### config.mk
export PLATFORM = sky130hd
export DESIGN_NAME = safety_error_escalation
export DESIGN_NICKNAME = d
export VERILOG_FILES = /design/src/hw/safety_escalation_pkg.sv /design/src/hw/safety_error_escalation.sv
export SDC_FILE = /design/constraint.sdc
export NUM_CORES = 1
export LEC_CHECK = 0
export BUFFER_PORTS_ARGS = -buffer_cell sky130_fd_sc_hd__buf_2
export CAP_MARGIN = 25
export CORE_ASPECT_RATIO = 1.5
export CORE_MARGIN = 10
export CORE_UTILIZATION = 52
export CTS_BUF_LIST = sky130_fd_sc_hd__clkbuf_2 sky130_fd_sc_hd__clkbuf_4 sky130_fd_sc_hd__clkbuf_8
export DETAILED_ROUTE_END_ITERATION = 16
export PLACE_DENSITY = 0.91
export SLEW_MARGIN = 10
export SYNTH_ARGS = -nofsm -noshare
export SYNTH_HDL_FRONTEND = slang
export SYNTH_SLANG_ARGS = --single-unit
### constraint.sdc
create_clock -name i_clk -period 3.66 [get_ports i_clk]
set_input_delay 0.732 -clock i_clk [delete_from_list [all_inputs] [get_ports i_clk]]
set_output_delay 0.732 -clock i_clk [all_outputs]
set_load 0.01 [all_outputs]
### src/hw/safety_escalation_pkg.sv
// constants and types for the safety error reaction and escalation manager
// Contract
// - raise errors in normal and special mode
// - three error classes: non-fatal, ordinary, fatal
// - two warning classes: quiet and reacting
// - reacting warnings behave as non-fatal errors
// - launch configured stopping reaction per class
// - failed reaction escalates to next higher class
// - completed reaction activates torque-off and brake control
// - any error clears the status ok bit; encoder, brake and ack-output faults leave it set
// - hold prior acknowledgment, acknowledge after transition
// - coasting axis unsafe, standstill makes it safe
// - encoder, brake, ack-output faults: permanently unsafe
// - system faults enter safe default state
// - config field bits select class reactions
// - flag mismatch with standard control at transition
// - master decelerates within tolerance time
// - keep prior monitors during master/return reactions
// - quick stop: deceleration monitor or tolerance time
package safety_escalation_pkg;
    // stopping configuration field layout
    localparam int CFG_W = 17;
    localparam int NF_FIELD_LSB = 0;
    localparam int ORD_FIELD_LSB = 4;
    localparam int FIELD_W = 4;
    localparam int MASTER_BIT = 16;
    localparam int CHECK_W = 8;
    // reaction codes of a class field
    localparam logic [3:0] RX_VEL_RESET = 4'h0;
    localparam logic [3:0] RX_TORQUE_OFF = 4'h1;
    localparam logic [3:0] RX_QUICK_STOP = 4'h2;
    localparam logic [3:0] RX_RETURN = 4'h3;
    localparam logic [3:0] RX_RAMP_ESTOP = 4'h4;
    // tolerance time base: one tick per millisecond
    localparam int CLK_PERIOD_NS = 50;
    localparam int TICK_NS = 1000000;
    localparam int TICK_CYCLES = TICK_NS / CLK_PERIOD_NS;
    localparam int TICK_W = 15;
    localparam int TOL_W = 16;
    localparam int LOCAL_OUT_W = 4;
    // reset values
    localparam logic STATUS_OK_RST = 1'b1;
    localparam logic [TOL_W-1:0] TOL_RST = 16'h0000;

    typedef enum logic [2:0] {
        CL_NONE = 3'b000,
        CL_WARN_QUIET = 3'b001,
        CL_WARN_REACT = 3'b010,
        CL_NONFATAL = 3'b011,
        CL_ORDINARY = 3'b100,
        CL_FATAL = 3'b101
    } class_t;

    typedef enum logic [2:0] {
        R_NONE = 3'b000,
        R_VEL_RESET = 3'b001,
        R_TORQUE_OFF = 3'b010,
        R_QUICK_STOP = 3'b011,
        R_RETURN = 3'b100,
        R_RAMP_ESTOP = 3'b101,
        R_MASTER = 3'b110
    } react_t;

    typedef enum logic [1:0] {
        ST_IDLE = 2'b00,
        ST_REACT = 2'b01,
        ST_OFF = 2'b10,
        ST_DEFAULT = 2'b11
    } state_t;
endpackage

### src/hw/safety_error_escalation.sv
// safety error reaction, supervision and escalation manager for one axis
`timescale 1ns/1ps
`default_nettype none
module safety_error_escalation
#(
    parameter int TICK_CYCLES = safety_escalation_pkg::TICK_CYCLES
)
(
    // clock and reset
    input wire logic i_clk,
    input wire logic i_sys_rst,
    // monitoring triggers
    input wire logic i_mon_trig,
    input wire logic [2:0] i_mon_class,
    input wire logic i_special_mode,
    // configuration
    input wire logic [safety_escalation_pkg::CFG_W-1:0] i_stop_cfg,
    input wire logic [safety_escalation_pkg::CFG_W-1:0] i_std_cfg,
    input wire logic i_transition_cmd,
    input wire logic [safety_escalation_pkg::TOL_W-1:0] i_tol_nonfatal,
    input wire logic [safety_escalation_pkg::TOL_W-1:0] i_tol_ordinary,
    input wire logic i_enc_eval_active,
    input wire logic i_brake_cfg,
    // drive and axis feedback
    input wire logic i_reaction_done,
    input wire logic i_decel_trip,
    input wire logic i_torque_free,
    input wire logic i_standstill,
    input wire logic i_op_safe_ack,
    input wire logic i_err_clear,
    // fault sources
    input wire logic i_err_encoder,
    input wire logic i_err_brake,
    input wire logic i_err_ack_out,
    input wire logic i_sys_err_own,
    input wire logic i_fatal_std,
    // local outputs requested by normal operation
    input wire logic i_brake_open_req,
    input wire logic [safety_escalation_pkg::LOCAL_OUT_W-1:0] i_local_outs,
    // status
    output logic o_status_ok,
    output logic [2:0] o_err_class,
    output logic o_warn_quiet,
    output logic o_escalated,
    output logic o_cfg_err,
    output logic o_axis_safe,
    // drive reaction
    output logic [2:0] o_reaction,
    output logic o_master_stop_req,
    output logic o_return_req,
    output logic o_hold_monitors,
    // safe outputs
    output logic o_torque_off,
    output logic o_brake_ctl,
    output logic o_stage_lock,
    output logic o_brake_open,
    output logic [safety_escalation_pkg::LOCAL_OUT_W-1:0] o_local_outs
);
    typedef safety_escalation_pkg::class_t class_t;
    typedef safety_escalation_pkg::react_t react_t;
    typedef safety_escalation_pkg::state_t state_t;

    // warnings with reaction are handled as non-fatal errors
    function automatic class_t eff_class(input logic [2:0] raw);
        eff_class = class_t'(raw);
        if (raw == safety_escalation_pkg::CL_WARN_REACT)
            eff_class = safety_escalation_pkg::CL_NONFATAL;
    endfunction

    function automatic class_t next_class(input class_t cls);
        next_class = (cls == safety_escalation_pkg::CL_NONFATAL) ?
            safety_escalation_pkg::CL_ORDINARY : safety_escalation_pkg::CL_FATAL;
    endfunction

    // reaction chosen from the class field; illegal codes fall back to torque off
    function automatic react_t sel_reaction(input class_t cls,
        input logic [safety_escalation_pkg::CFG_W-1:0] cfg);
        logic [3:0] code;
        logic nf;
        nf = (cls == safety_escalation_pkg::CL_NONFATAL);
        code = nf ? cfg[safety_escalation_pkg::NF_FIELD_LSB +: safety_escalation_pkg::FIELD_W]
                  : cfg[safety_escalation_pkg::ORD_FIELD_LSB +: safety_escalation_pkg::FIELD_W];
        sel_reaction = safety_escalation_pkg::R_TORQUE_OFF;
        if (nf && cfg[safety_escalation_pkg::MASTER_BIT])
            sel_reaction = safety_escalation_pkg::R_MASTER;
        else if (nf || cls == safety_escalation_pkg::CL_ORDINARY)
        begin
            case (code)
                safety_escalation_pkg::RX_VEL_RESET: sel_reaction = safety_escalation_pkg::R_VEL_RESET;
                safety_escalation_pkg::RX_RAMP_ESTOP: sel_reaction = safety_escalation_pkg::R_RAMP_ESTOP;
                safety_escalation_pkg::RX_QUICK_STOP:
                    sel_reaction = nf ? safety_escalation_pkg::R_QUICK_STOP
                                      : safety_escalation_pkg::R_TORQUE_OFF;
                safety_escalation_pkg::RX_RETURN:
                    sel_reaction = nf ? safety_escalation_pkg::R_RETURN
                                      : safety_escalation_pkg::R_TORQUE_OFF;
                default: sel_reaction = safety_escalation_pkg::R_TORQUE_OFF;
            endcase
        end
    endfunction

    state_t state_r, state_nxt;
    class_t class_r, class_nxt;
    react_t react_r, react_nxt;
    logic [safety_escalation_pkg::TOL_W-1:0] tol_cnt_r, tol_cnt_nxt;
    logic [safety_escalation_pkg::TICK_W-1:0] tick_cnt_r;
    logic ack_hold_r;
    logic perm_unsafe_r, perm_unsafe_nxt;
    logic perm_safe_r, perm_safe_nxt;

    // trigger decode; accepted in normal and special mode alike
    wire class_t trig_cls = eff_class(i_mon_class);
    wire logic new_err = i_mon_trig && (trig_cls >= safety_escalation_pkg::CL_NONFATAL)
                         && (trig_cls <= safety_escalation_pkg::CL_FATAL);
    wire logic quiet_warn = i_mon_trig && (trig_cls == safety_escalation_pkg::CL_WARN_QUIET);
    wire logic sys_fault = i_sys_err_own || i_fatal_std;
    wire logic perm_fault = i_err_encoder || i_err_brake || i_err_ack_out;
    wire logic tick = (tick_cnt_r == safety_escalation_pkg::TICK_W'(TICK_CYCLES - 1));
    wire logic in_react = (state_r == safety_escalation_pkg::ST_REACT);

    // ramp-type reactions use the deceleration monitor when the encoder is evaluated
    wire logic ramp_rx = (react_r == safety_escalation_pkg::R_QUICK_STOP) ||
                         (react_r == safety_escalation_pkg::R_VEL_RESET) ||
                         (react_r == safety_escalation_pkg::R_RAMP_ESTOP);
    wire logic use_dmon = ramp_rx && i_enc_eval_active;
    wire logic tol_expired = (tol_cnt_r == safety_escalation_pkg::TOL_RST) && tick;
    wire logic sup_fail = in_react && (use_dmon ? i_decel_trip : tol_expired);

    // launch selection: the higher of escalation and a fresh trigger
    wire class_t esc_cls = next_class(class_r);
    wire class_t fresh_cls = new_err ? trig_cls : safety_escalation_pkg::CL_NONE;
    wire class_t launch_cls = (sup_fail && esc_cls > fresh_cls) ? esc_cls : fresh_cls;
    wire react_t launch_rx = sel_reaction(launch_cls, i_stop_cfg);
    wire logic launch = ((state_r == safety_escalation_pkg::ST_IDLE) && new_err) ||
                        (in_react && (sup_fail || (new_err && trig_cls > class_r)));
    wire logic [safety_escalation_pkg::TOL_W-1:0] launch_tol =
        (launch_cls == safety_escalation_pkg::CL_NONFATAL) ? i_tol_nonfatal : i_tol_ordinary;
    wire logic cfg_mismatch =
        (i_stop_cfg[safety_escalation_pkg::CHECK_W-1:0] != i_std_cfg[safety_escalation_pkg::CHECK_W-1:0])
        || (i_stop_cfg[safety_escalation_pkg::MASTER_BIT] != i_std_cfg[safety_escalation_pkg::MASTER_BIT]);

    // reaction sequencing; a system fault overrides the next state, while class and reaction still follow a launch in that cycle
    always_comb
    begin
        state_nxt = state_r;
        class_nxt = class_r;
        react_nxt = react_r;
        tol_cnt_nxt = (tick && tol_cnt_r != safety_escalation_pkg::TOL_RST) ?
                      tol_cnt_r - 1'b1 : tol_cnt_r;
        unique case (state_r)
            safety_escalation_pkg::ST_IDLE, safety_escalation_pkg::ST_REACT:
            begin
                if (launch)
                begin
                    class_nxt = launch_cls;
                    react_nxt = launch_rx;
                    tol_cnt_nxt = launch_tol;
                    state_nxt = (launch_rx == safety_escalation_pkg::R_TORQUE_OFF) ?
                                safety_escalation_pkg::ST_OFF : safety_escalation_pkg::ST_REACT;
                end
                else if (in_react && i_reaction_done)
                    state_nxt = safety_escalation_pkg::ST_OFF;
            end
            safety_escalation_pkg::ST_OFF:
            begin
                if (i_err_clear)
                begin
                    state_nxt = safety_escalation_pkg::ST_IDLE;
                    class_nxt = safety_escalation_pkg::CL_NONE;
                    react_nxt = safety_escalation_pkg::R_NONE;
                end
            end
            safety_escalation_pkg::ST_DEFAULT: state_nxt = safety_escalation_pkg::ST_DEFAULT;
        endcase
        if (sys_fault)
            state_nxt = safety_escalation_pkg::ST_DEFAULT;
    end

    // permanent safety verdicts; unsafe is held until reset
    assign perm_unsafe_nxt = perm_unsafe_r || perm_fault || sys_fault;
    assign perm_safe_nxt = (state_nxt != safety_escalation_pkg::ST_IDLE) &&
                           (perm_safe_r || (i_torque_free && i_standstill));

    // decoded output values, registered below
    wire logic err_nxt = (state_nxt != safety_escalation_pkg::ST_IDLE);
    wire logic off_nxt = (state_nxt == safety_escalation_pkg::ST_OFF) ||
                         (state_nxt == safety_escalation_pkg::ST_DEFAULT);
    wire logic dflt_nxt = (state_nxt == safety_escalation_pkg::ST_DEFAULT);
    wire logic react_st_nxt = (state_nxt == safety_escalation_pkg::ST_REACT);
    wire logic coasting = i_torque_free && !i_standstill && !perm_safe_nxt;
    wire logic ack_nxt = launch && !in_react ? i_op_safe_ack : ack_hold_r;
    wire logic safe_nxt =
        perm_unsafe_nxt ? 1'b0 :
        (perm_safe_nxt && off_nxt) ? 1'b1 :
        coasting && err_nxt ? 1'b0 :
        react_st_nxt ? ack_nxt :
        off_nxt ? 1'b1 : i_op_safe_ack;
    wire logic brake_ctl_nxt = off_nxt && (i_brake_cfg || dflt_nxt);
    wire logic keep_mon_nxt = react_st_nxt && ((react_nxt == safety_escalation_pkg::R_MASTER) ||
                              (react_nxt == safety_escalation_pkg::R_RETURN));

    // free running millisecond prescaler for the tolerance counter
    always_ff @(posedge i_clk)
    begin
        if (i_sys_rst || tick)
            tick_cnt_r <= '0;
        else
            tick_cnt_r <= tick_cnt_r + 1'b1;
    end

    // state registers
    always_ff @(posedge i_clk)
    begin
        if (i_sys_rst)
        begin
            state_r <= safety_escalation_pkg::ST_IDLE;
            class_r <= safety_escalation_pkg::CL_NONE;
            react_r <= safety_escalation_pkg::R_NONE;
            tol_cnt_r <= safety_escalation_pkg::TOL_RST;
            ack_hold_r <= 1'b0;
            perm_unsafe_r <= 1'b0;
            perm_safe_r <= 1'b0;
        end
        else
        begin
            state_r <= state_nxt;
            class_r <= class_nxt;
            react_r <= react_nxt;
            tol_cnt_r <= tol_cnt_nxt;
            ack_hold_r <= ack_nxt;
            perm_unsafe_r <= perm_unsafe_nxt;
            perm_safe_r <= perm_safe_nxt;
        end
    end

    // status outputs straight from flip-flops
    always_ff @(posedge i_clk)
    begin
        if (i_sys_rst)
        begin
            o_status_ok <= safety_escalation_pkg::STATUS_OK_RST;
            o_err_class <= safety_escalation_pkg::CL_NONE;
            o_warn_quiet <= 1'b0;
            o_escalated <= 1'b0;
            o_cfg_err <= 1'b0;
            o_axis_safe <= 1'b0;
        end
        else
        begin
            o_status_ok <= !err_nxt;
            o_err_class <= class_nxt;
            o_warn_quiet <= quiet_warn;
            o_escalated <= sup_fail && !sys_fault;
            if (i_transition_cmd)
                o_cfg_err <= cfg_mismatch;
            o_axis_safe <= safe_nxt;
        end
    end

    // drive reaction and safe outputs
    always_ff @(posedge i_clk)
    begin
        if (i_sys_rst)
        begin
            o_reaction <= safety_escalation_pkg::R_NONE;
            o_master_stop_req <= 1'b0;
            o_return_req <= 1'b0;
            o_hold_monitors <= 1'b0;
            o_torque_off <= 1'b0;
            o_brake_ctl <= 1'b0;
            o_stage_lock <= 1'b0;
            o_brake_open <= 1'b0;
            o_local_outs <= '0;
        end
        else
        begin
            o_reaction <= react_nxt;
            o_master_stop_req <= react_st_nxt && react_nxt == safety_escalation_pkg::R_MASTER;
            o_return_req <= react_st_nxt && react_nxt == safety_escalation_pkg::R_RETURN;
            o_hold_monitors <= keep_mon_nxt;
            o_torque_off <= off_nxt;
            o_brake_ctl <= brake_ctl_nxt;
            o_stage_lock <= off_nxt;
            o_brake_open <= i_brake_open_req && !brake_ctl_nxt;
            o_local_outs <= dflt_nxt ? '0 : i_local_outs;
        end
    end
endmodule
`default_nettype wire

### Yosys cells after proc, flatten, opt, wreduce, memory -nomap -nowiden

Index checks and enable logic that the tools add are counted.

| cells by class | value |
|---|---|
| $add $sub $neg | 2 |
| $lt $le $gt $ge | 4 |
| equal/unequal tests | 25 |
| multiplexer cells | 32 |
| reductions and logical operators | 58 |

Operator list:

| operator | count |
|---|---|
| $mux W16 | 4 |
| $mux W3 | 10 |
| $logic_and A1 B1 Y1 | 26 |
| $logic_not A16 Y1 | 1 |
| $logic_or A1 B1 Y1 | 16 |
| $reduce_bool A16 Y1 | 1 |
| $sub A16 B1 Y16 const B | 1 |
| $add A15 B1 Y15 const B | 1 |
| $eq A15 B15 Y1 const B | 1 |
| $eq A3 B2 Y1 const B | 5 |
| $eq A3 B3 Y1 const B | 4 |
| $pmux W3 S2 | 2 |
| $pmux W3 S4 | 1 |
| $mux W2 | 5 |
| $eq A2 B2 Y1 const B | 4 |
| $eq A4 B2 Y1 const B | 2 |
| $mux W1 | 8 |
| $ne A8 B8 Y1 | 1 |
| $eq A3 B1 Y1 const B | 2 |
| $gt A3 B3 Y1 | 2 |
| $logic_not A1 Y1 | 6 |
| $pmux W2 S3 | 1 |
| $reduce_or A2 Y1 | 3 |
| $eq A2 B1 Y1 const B | 2 |
| 10 further kinds | 12 |

| storage, ports and cells | value |
|---|---|
| flip-flop bits (word level) | 57 |
| output and inout port bits | 22 |
| logic and storage cells | 141 |

### Logic depth before layout (Yosys ltp)

Gate-level depths: netlist of run 1.

| depth | value |
|---|---|
| word-level depth | 27 |
| mapped depth | 12 |
| gate-level depth less buffers | 11 |

### Least setup slack after synthesis of run 1

No wires, ideal clock.

| timing | value |
|---|---|
| path type | reg-to-reg |
| start point | register tick_cnt_r[5] (netlist name) |
| end point | register o_master_stop_req |
| setup time | 0.087 ns |
| data arrival time | 2.772 ns |
| setup slack | 0.801 ns |
| stages on the path, launching flop included | 10 |
| cells stage by stage | dfxtp_1 or4b_4 or4_1 buf_2 o31a_4 nor3_4 o21ai_1 a21boi_4 a31o_4 nor4b_2 |

| on the way | value |
|---|---|
| cells in the longest elaborated chain, start to end | 19 |

RTL lines:

| element | RTL line | text |
|---|---|---|
| start, declared | safety_error_escalation.sv:106 | `logic [safety_escalation_pkg::TICK_W-1:0] tick_cnt_r;` |
| start signal, assigned | safety_error_escalation.sv:208 | `tick_cnt_r <= tick_cnt_r + 1'b1;` |
| $eq A15 B15 Y1 * | safety_error_escalation.sv:118 | `wire logic tick = (tick_cnt_r == safety_escalation_pkg::TICK_W'(TICK_CYCLES - 1));` |
| $logic_and A1 B1 Y1 * | safety_error_escalation.sv:126 | `wire logic tol_expired = (tol_cnt_r == safety_escalation_pkg::TOL_RST) && tick;` |
| $mux W1 * | safety_error_escalation.sv:127 | `wire logic sup_fail = in_react && (use_dmon ? i_decel_trip : tol_expired);` |
| $logic_and A1 B1 Y1 * | safety_error_escalation.sv:127 |  |
| $logic_and A1 B1 Y1 | safety_error_escalation.sv:132 | `wire class_t launch_cls = (sup_fail && esc_cls > fresh_cls) ? esc_cls : fresh_cls;` |
| $mux W3 | safety_error_escalation.sv:132 |  |
| $eq A3 B2 Y1 | safety_error_escalation.sv:80 | `nf = (cls == safety_escalation_pkg::CL_NONFATAL);` |
| $mux W4 | safety_error_escalation.sv:81 | `code = nf ? cfg[safety_escalation_pkg::NF_FIELD_LSB +: safety_escalation_pkg::FIELD_W]` |
| [... 3 more ...] | -- |  |
| $mux W3 | safety_error_escalation.sv:84 | `if (nf && cfg[safety_escalation_pkg::MASTER_BIT])` |
| $eq A3 B2 Y1 | safety_error_escalation.sv:158 | `state_nxt = (launch_rx == safety_escalation_pkg::R_TORQUE_OFF) ?` |
| $mux W2 | safety_error_escalation.sv:158 |  |
| $mux W2 | safety_error_escalation.sv:153 | `if (launch)` |
| $pmux W2 S3 | safety_error_escalation.sv:150 | `unique case (state_r)` |
| $mux W2 | safety_error_escalation.sv:175 | `if (sys_fault)` |
| $eq A2 B1 Y1 | safety_error_escalation.sv:189 | `wire logic react_st_nxt = (state_nxt == safety_escalation_pkg::ST_REACT);` |
| $logic_and A1 B1 Y1 * | safety_error_escalation.sv:278 | `o_master_stop_req <= react_st_nxt && react_nxt == safety_escalation_pkg::R_MASTER;` |
| end signal, assigned | safety_error_escalation.sv:278 |  |
| end, declared | safety_error_escalation.sv:49 | `output logic o_master_stop_req,` |

Mark *: on every way between the ends. The rest lies on a longest branch, timed or not.
A chain may end at the register's enable or synchronous reset.

### Final worst setup path of run 1

| timing | value |
|---|---|
| start point | register tick_cnt_r[5] (netlist name) |
| end point | register o_return_req |

| on the way | value |
|---|---|
| cells in the longest elaborated chain, start to end | 19 |

RTL lines:

| element | RTL line | text |
|---|---|---|
| $eq A15 B15 Y1 * | safety_error_escalation.sv:118 |  |
| $logic_and A1 B1 Y1 * | safety_error_escalation.sv:126 |  |
| $mux W1 * | safety_error_escalation.sv:127 |  |
| $logic_and A1 B1 Y1 * | safety_error_escalation.sv:127 |  |
| $logic_and A1 B1 Y1 | safety_error_escalation.sv:132 |  |
| $mux W3 | safety_error_escalation.sv:132 |  |
| $eq A3 B2 Y1 | safety_error_escalation.sv:80 |  |
| $mux W4 | safety_error_escalation.sv:81 |  |
| [... 3 more ...] | -- |  |
| $mux W3 | safety_error_escalation.sv:84 |  |
| $eq A3 B2 Y1 | safety_error_escalation.sv:158 |  |
| $mux W2 | safety_error_escalation.sv:158 |  |
| $mux W2 | safety_error_escalation.sv:153 |  |
| $pmux W2 S3 | safety_error_escalation.sv:150 |  |
| $mux W2 | safety_error_escalation.sv:175 |  |
| $eq A2 B1 Y1 | safety_error_escalation.sv:189 |  |
| $logic_and A1 B1 Y1 * | safety_error_escalation.sv:279 | `o_return_req <= react_st_nxt && react_nxt == safety_escalation_pkg::R_RETURN;` |
| end signal, assigned | safety_error_escalation.sv:279 |  |
| end, declared | safety_error_escalation.sv:50 | `output logic o_return_req,` |

Marks and branches as above.

==> impl_metrics.toml, run 1 <==
[setup_path]
crit_required_ns = 3.93
worst-path-stages = 8
worst_setup_path_end_kind = "flop"
critPathKind = "flop to flop"
cpPeakStageDelay_ns = 0.68
crit_fanout = 12
critical_path_buf_inv_count = 0
rr_worst_depth = 8
cpMostUsedCell = "or2b_1"
crit_path_top_delay_cell = "or4_1"
critPathTopFamily = "simple AND/OR/NAND/NOR gates"
cp_cell_sequence = "or4b_4 -> or4_1 -> o31a_4 -> or2b_1 -> o21ai_1 -> a32oi_1 -> or2b_1 -> nor4_1"
crit_arrival_ns = 3.55
start_kind = "flop"

[clock_tree]
htree_num_levels = 3
cts_tree = "done"
numCtsBuffers = 9
cts_resized = 0
clk_pin_slew_ns = 0.07
clockBufferDepth = 2
postCtsHoldBufs = 0
clock_latency_ns = 0.35
root_buffer = "clkbuf_8"
cts_setup_buffers = 0
clkSinkCount = 57

[route]
ant_nets = 0
wl_met2_um = 4976
drt_wl_total_um = 9525
wl_met3_um = 834
highest-signal-layer = "met4"
vias = 3384
vias_per_cell = 5.834
dr.pass1.iters = 5
wl_met1_um = 3467
drtIter0Drc = 213
wl_per_cell_um = 16.42
drc_errors = 0

[timing]
layout_worst_path_cycle_share_pct = 89.82
relSlewSlack_pct = 57.93
setup_viol = 0
period_needed_ns = 3.287
rsz0062_at_grt = "no"
skew_ns = 0.007484
finalHoldViolCount = 0
finalSetupTns_ns = 0
fmax_mhz = 304.2
worstMarginPinSlew_ns = 0.6311
final-max-slew-violation-count = 0

[yosys]
ys.flop_type = "dfxtp_1"
netlist_area_um2 = 3313
synth_cell_types = 61
syn_avg_cell_area_um2 = 8.181
syn-num-nets = 503
yosysWarnings = 0
synth_seq_cells = 57
ys_async_sr_fraction_pct = 0
synth_edf_count = 0
syn_inst = 405
ys_seq_area_share_pct = 34.44

[pwr]
vdd_drop_max_v = 0.0002843
p_leak_nw = 1.759
power_density_nw_per_um2 = 380.6

[outcome]
outcome = "completed"

[place]
dp_hpwl_um = 7219
place_congestion = 0.8939
dp_cells = 564
port_buffers = 96

[die]
initial_utilization_pct = 53.66
std_cell_rows = 35
die-area_um2 = 10030
fp.dieW_um = 85.18
io_pins = 114
core_um2 = 6175
die_h_um = 117.8

[layout]
layout-area-overhead-vs-synth_pct = 22.51
num_antenna_cells = 0
fillerInstances = 510
register_area_um2 = 1141
multiInputGateArea_um2 = 2039
drive_gt1_share_pct = 26.09
layout.nets = 599
post_layout_nonfiller_instances = 580
fin_util_pct = 65.73

[grt]
track_usage_pct = 18.97
antenna_found_initial = 0
grt_first_pass_wirelength_um = 15970
grt_pass1_vias = 3579
grt_max_degree = 33
gr-total-overflow = 0

[min_path]
whs_path_depth = 1
hold_path.class = "flop to flop"

[job]
cap_violations = 0
==> through the flow <==
stage / hold WS (ns) / power (mW) / worst slack (ns) / instance area [um^2]
finish: 0.4665 / 1.545 / 0.3727 / 4059
global route: 0.5177 / 1.611 / 0.1307 / 4059
CTS: 0.4722 / 1.551 / 0.3678 / 4059
detailed placement: 0.4554 / 0.9464 / 0.3775 / 3855
global placement: 0.4396 / 0.9374 / 0.4659 / 3855
floorplan: 0.4260 / 0.8487 / 0.8011 / 3313
==> cells by family (layout without fill, tap and decap cells) <==
family | Yosys count | count (layout) | synth area share (%)
buffers and inverters | 32 | 133 | 4.191
AOI/OAI and AO/OA | 84 | 84 | 19.30
adders and majority gates | 6 | 6 | 2.266
muxes | 2 | 2 | 0.6043
DFF | 57 | 57 | 34.44
xor gates and xnor gates | 35 | 35 | 9.252
and+or+nand+nor | 189 | 189 | 29.95
==> cell usage after synthesis, types with 2 or more instances <==
master	number	area (um^2)
nand4_1	4	25.02
a32oi_1	2	17.52
nand3b_1	4	30.03
xor2_1	22	192.7
a221oi_1	3	26.28
and3_1	9	56.30
o21ai_1	3	15.01
ha_1	6	75.07
mux2i_1	2	20.02
nor3_1	5	25.02
or2b_1	2	15.01
a31oi_1	4	25.02
o211ai_1	2	15.01
buf_2	3	15.01
dfxtp_1	57	1141
nor2b_1	7	43.79
nand4b_1	2	17.52
o21a_1	4	30.03
a211oi_1	8	60.06
inv_1	14	52.55
nand2_1	37	138.9
and3b_1	3	26.28
o21ai_0	25	125.1
xnor2_1	13	113.9
a21oi_1	5	25.02
nand2b_1	3	18.77
nor2_1	59	221.5
a311oi_1	14	122.6
a21o_1	2	15.01
buf_4	2	15.01
nor4_1	15	93.84
and2_1	6	37.54
nand3_1	15	75.07
nor3b_1	3	22.52
clkbuf_1	9	33.78
buf_1	2	7.510
or3_1	5	31.28
==> worst reg2reg max path, delay by kind of cell, from the launching register on <==
kind,cells,cell delay (ns)
and+or+nand+nor,5,2.08
AOI/OAI and AO/OA,3,0.75
DFF,1,0.36
==> where the power goes <==
group          internal, mW  switching, mW  leakage [nW]
clock network         0.319          0.290        0.0960
logic                 0.113          0.146          1.20
registers             0.650         0.0263         0.466
==> sequential cells by signal, indices dropped and copies added, names as in the netlist <==
name / count
o_status_ok: 1
o_stage_lock: 1
state_r: 2
tick_cnt_r: 15
o_brake_open: 1
o_warn_quiet: 1
perm_safe_r: 1
o_reaction: 3
o_brake_ctl: 1
o_hold_monitors: 1
o_cfg_err: 1
perm_unsafe_r: 1
o_master_stop_req: 1
o_err_class: 3
o_local_outs: 4
ack_hold_r: 1
o_axis_safe: 1
tol_cnt_r: 16
o_return_req: 1
o_escalated: 1
==> worst paths after layout <==
path                               startpoint            end  slack [ns]
worst max register to register  tick_cnt_r[5]   o_return_req        0.37
worst min register to register  tick_cnt_r[0]  tick_cnt_r[0]        0.47
worst max-delay path            tick_cnt_r[5]   o_return_req        0.37
worst min-delay path            tick_cnt_r[0]  tick_cnt_r[0]        0.47
==> layout make-up <==
class	count	share of cell area, %
clock buffers	9	3.052
clock inverters	7	1.973
inverters	15	1.387
multi-input cells	316	50.25
flip-flops and latches	57	28.11
well taps	74	2.281
repair buffers	102	12.95
==> layout by cell type (no fill, tap or decap), drive strengths merged, types with 3 or more instances in the layout <==
cell,instances
or3,5
a31oi,6
nor3b,3
and3,9
clkbuf,9
clkinv,3
a211oi,8
nand3b,4
o21a,4
nor4,15
and2,6
a221oi,3
nor2,59
nor3,6
o21ai,28
nand2b,3
a21oi,5
nor2b,7
inv,16
nand3,15
dfxtp,57
buf,102
and3b,3
ha,6
nand4,5
a311oi,14
a31o,3
xor2,22
xnor2,13
nand2,37
==> metal layers <==
metal  track usage, %  vias to the layer above
met2            33.38                      139
met4            8.884                        0
met1            19.17                     1565
li1                 -                     1654
met3            6.510                       26
met5                0                        -
Note: power is estimated with default switching activity, not from simulation.
==> run 2, diff against run 1 <==
--- a/config.mk
+++ b/config.mk
@@ -5,14 +5,15 @@
 export SDC_FILE = /design/constraint.sdc
 export NUM_CORES = 1
 export LEC_CHECK = 0
+export ABC_AREA = 1
 export BUFFER_PORTS_ARGS = -buffer_cell sky130_fd_sc_hd__buf_2
 export CAP_MARGIN = 25
 export CORE_ASPECT_RATIO = 1.5
 export CORE_MARGIN = 10
-export CORE_UTILIZATION = 52
+export CORE_UTILIZATION = 53
 export CTS_BUF_LIST = sky130_fd_sc_hd__clkbuf_2 sky130_fd_sc_hd__clkbuf_4 sky130_fd_sc_hd__clkbuf_8
 export DETAILED_ROUTE_END_ITERATION = 16
-export PLACE_DENSITY = 0.91
+export PLACE_DENSITY = 0.92
 export SLEW_MARGIN = 10
 export SYNTH_ARGS = -nofsm -noshare
 export SYNTH_HDL_FRONTEND = slang
==> impl_metrics.toml, run 2 <==
[yosys]
synth_most_common_cell = "nand2_1"
ys_seq_area_share_pct = 32.57
synth_edf_count = 0
netlist_area_um2 = 3503
ys.flop_type = "dfxtp_1"
syn-num-nets = 632
ys_async_sr_fraction_pct = 0
synth.largest_area_cell = "dfxtp_1"
yosysWarnings = 0
yosys-top-cells-area = "dfxtp_1, nand2_1, inv_1"
synth_seq_cells = 57
synth_top_area_share_pct = 32.57
syn_avg_cell_area_um2 = 6.561
syn_inst = 534
netlist_top_cells_count = "nand2_1, inv_1, nor2_1"
synth_cell_types = 41

[grt]
track_usage_pct = 19.39
grt_first_pass_wirelength_um = 16680
grt_max_degree = 34
gr-total-overflow = 0
antenna_found_initial = 1
grt_pass1_vias = 3938

[clock_tree]
numCtsBuffers = 9
clkSinkCount = 57
clockBufferDepth = 2
cts_setup_buffers = 0
clock_latency_ns = 0.35
cts_resized = 0
clk_pin_slew_ns = 0.07
cts_tree = "done"
htree_num_levels = 3
postCtsHoldBufs = 0
root_buffer = "clkbuf_8"

[setup_path]
crit_required_ns = 3.95
rr_startpoint = "tick_cnt_r[0]"
regToRegEndpoint = "tol_cnt_r[15]"
rr_worst_depth = 16
start_kind = "input pin"
crit_fanout = 6
crit_arrival_ns = 3.21
worst_setup_path_end_kind = "flop"
rrSetupSlack_ns = 0.79
critPathKind = "input pin to flop"

[min_path]
hold_path.class = "flop to flop"
whs_path_depth = 2
hp-start = "o_err_class[2]"
hold-path-endpoint = "o_err_class[2]"

[layout]
layout_commonest_cell = "nand2_1"
final_cell_mix = "nand2_1, buf_2, inv_1"
finalInstanceArea_um2 = 4280
layout.nets = 730
drive_gt1_share_pct = 24.69
num_antenna_cells = 0
top_regs = "tol_cnt_r x16, tick_cnt_r x15, o_local_outs x4"
largest-register = "tol_cnt_r"
fin_util_pct = 65.99
largest_reg_flops = 16
layout-area-overhead-vs-synth_pct = 22.18

[timing]
fmax_mhz = 342.7
layout_setup_ws_ns = 0.7421
finalHoldViolCount = 0
holdWs_ns = 0.4767
rsz0062_at_grt = "no"
skew_ns = 0.007051
finalSetupTns_ns = 0
setup_viol = 0
worstMarginPinSlew_ns = 0.4807
final-max-slew-violation-count = 0
relSlewSlack_pct = 67.13
period_needed_ns = 2.918
layout_worst_path_cycle_share_pct = 79.72

[route]
vias_per_cell = 5.406
drc_errors = 0
vias = 3849
wl_per_cell_um = 13.98
drt_wl_total_um = 9956
ant_nets = 0
drtIter0Drc = 243
dr.pass1.iters = 5

[pwr]
p_leak_nw = 2.115
vdd_drop_max_v = 0.0003507
power_density_nw_per_um2 = 399.4

[place]
place_ws_ns = 0.4062
port_buffers = 96
dp_hpwl_um = 7554
placed_area_um2 = 4031
place_congestion = 0.8715

[die]
io_pins = 114
initial_utilization_pct = 54.01
die_h_um = 119.6
core_um2 = 6486
die-area_um2 = 10330
fp.dieW_um = 86.39
std_cell_rows = 36

[outcome]
outcome = "completed"

[job]
cap_violations = 0
## run 2: critical path, cell delays in order
cell and delay, ns:
buf_2 0.15, nor2_1 0.05, inv_1 0.06, nand3_1 0.20, nor2_1 0.22, ha_1 0.26
o2111ai_1 0.26, nand3_1 0.11, nand2_1 0.10, nand3_1 0.07, nand2_1 0.08, nand2_1 0.07
nand3b_1 0.22, nand3_2 0.13, nand2_4 0.08, nand2_4 0.10, nand2_2 0.07, nand2_2 0.08
nand2_2 0.06, nor2_1 0.11
## run 2: per-layer routing
metal / vias up / routed length (um) / global-route usage, %
li1: 1925 / - / -
met1: 1755 / 3733 / 18.67
met2: 129 / 5220 / 35.09
met3: 38 / 638 / 6.635
met4: 2 / 350 / 9.756
met5: - / 12 / 0
## run 2: worst max-delay path by stage
stage / startpoint / to / slack, ns / cells after the start
2_1_floorplan: i_mon_class[1] / o_axis_safe / 0.93 / 19
3_3_place_gp: i_mon_class[2] / o_axis_safe / 0.55 / 20
3_5_place_dp: i_mon_class[2] / o_local_outs[1] / 0.41 / 20
4_1_cts: i_mon_class[2] / o_local_outs[1] / 0.79 / 20
5_1_grt: tick_cnt_r[0] / tol_cnt_r[15] / 0.34 / 16
6_report: i_mon_class[2] / o_local_outs[1] / 0.74 / 20
## run 2: final cells by class
class                      count  area (um^2)
clock inverter                 5        103.9
timing repair buffer         100        510.5
multi-input combinational    384         1992
clock buffer                  10        137.6
fill                         547         2206
tap                           76        95.09
sequential                    57         1141
inverter                      80        300.3
## run 2: where the power goes
part	switching, mW	total (mW)	internal (mW)
registers	0.0234	0.675	0.651
logic	0.188	0.304	0.116
clock network	0.264	0.731	0.467
total	0.475	1.71	1.23
## run 2: kinds of logic after synthesis
| kind of cell | Yosys count | share of synthesized area, % |
|---|---|---|
| simple gates | 308 | 42.14 |
| buf+inv | 93 | 10.57 |
| compound gates | 63 | 10.82 |
| flops | 57 | 32.57 |
| xor+xnor | 7 | 1.750 |
| fa+ha+maj | 6 | 2.143 |
## run 2: stage by stage
stage / instances / power (mW)
6_report: 712 / 1.709
3_5_place_dp: 696 / 0.9832
2_1_floorplan: 534 / 0.8850
4_1_cts: 711 / 1.710
5_1_grt: 712 / 1.787
3_3_place_gp: 696 / 0.9697
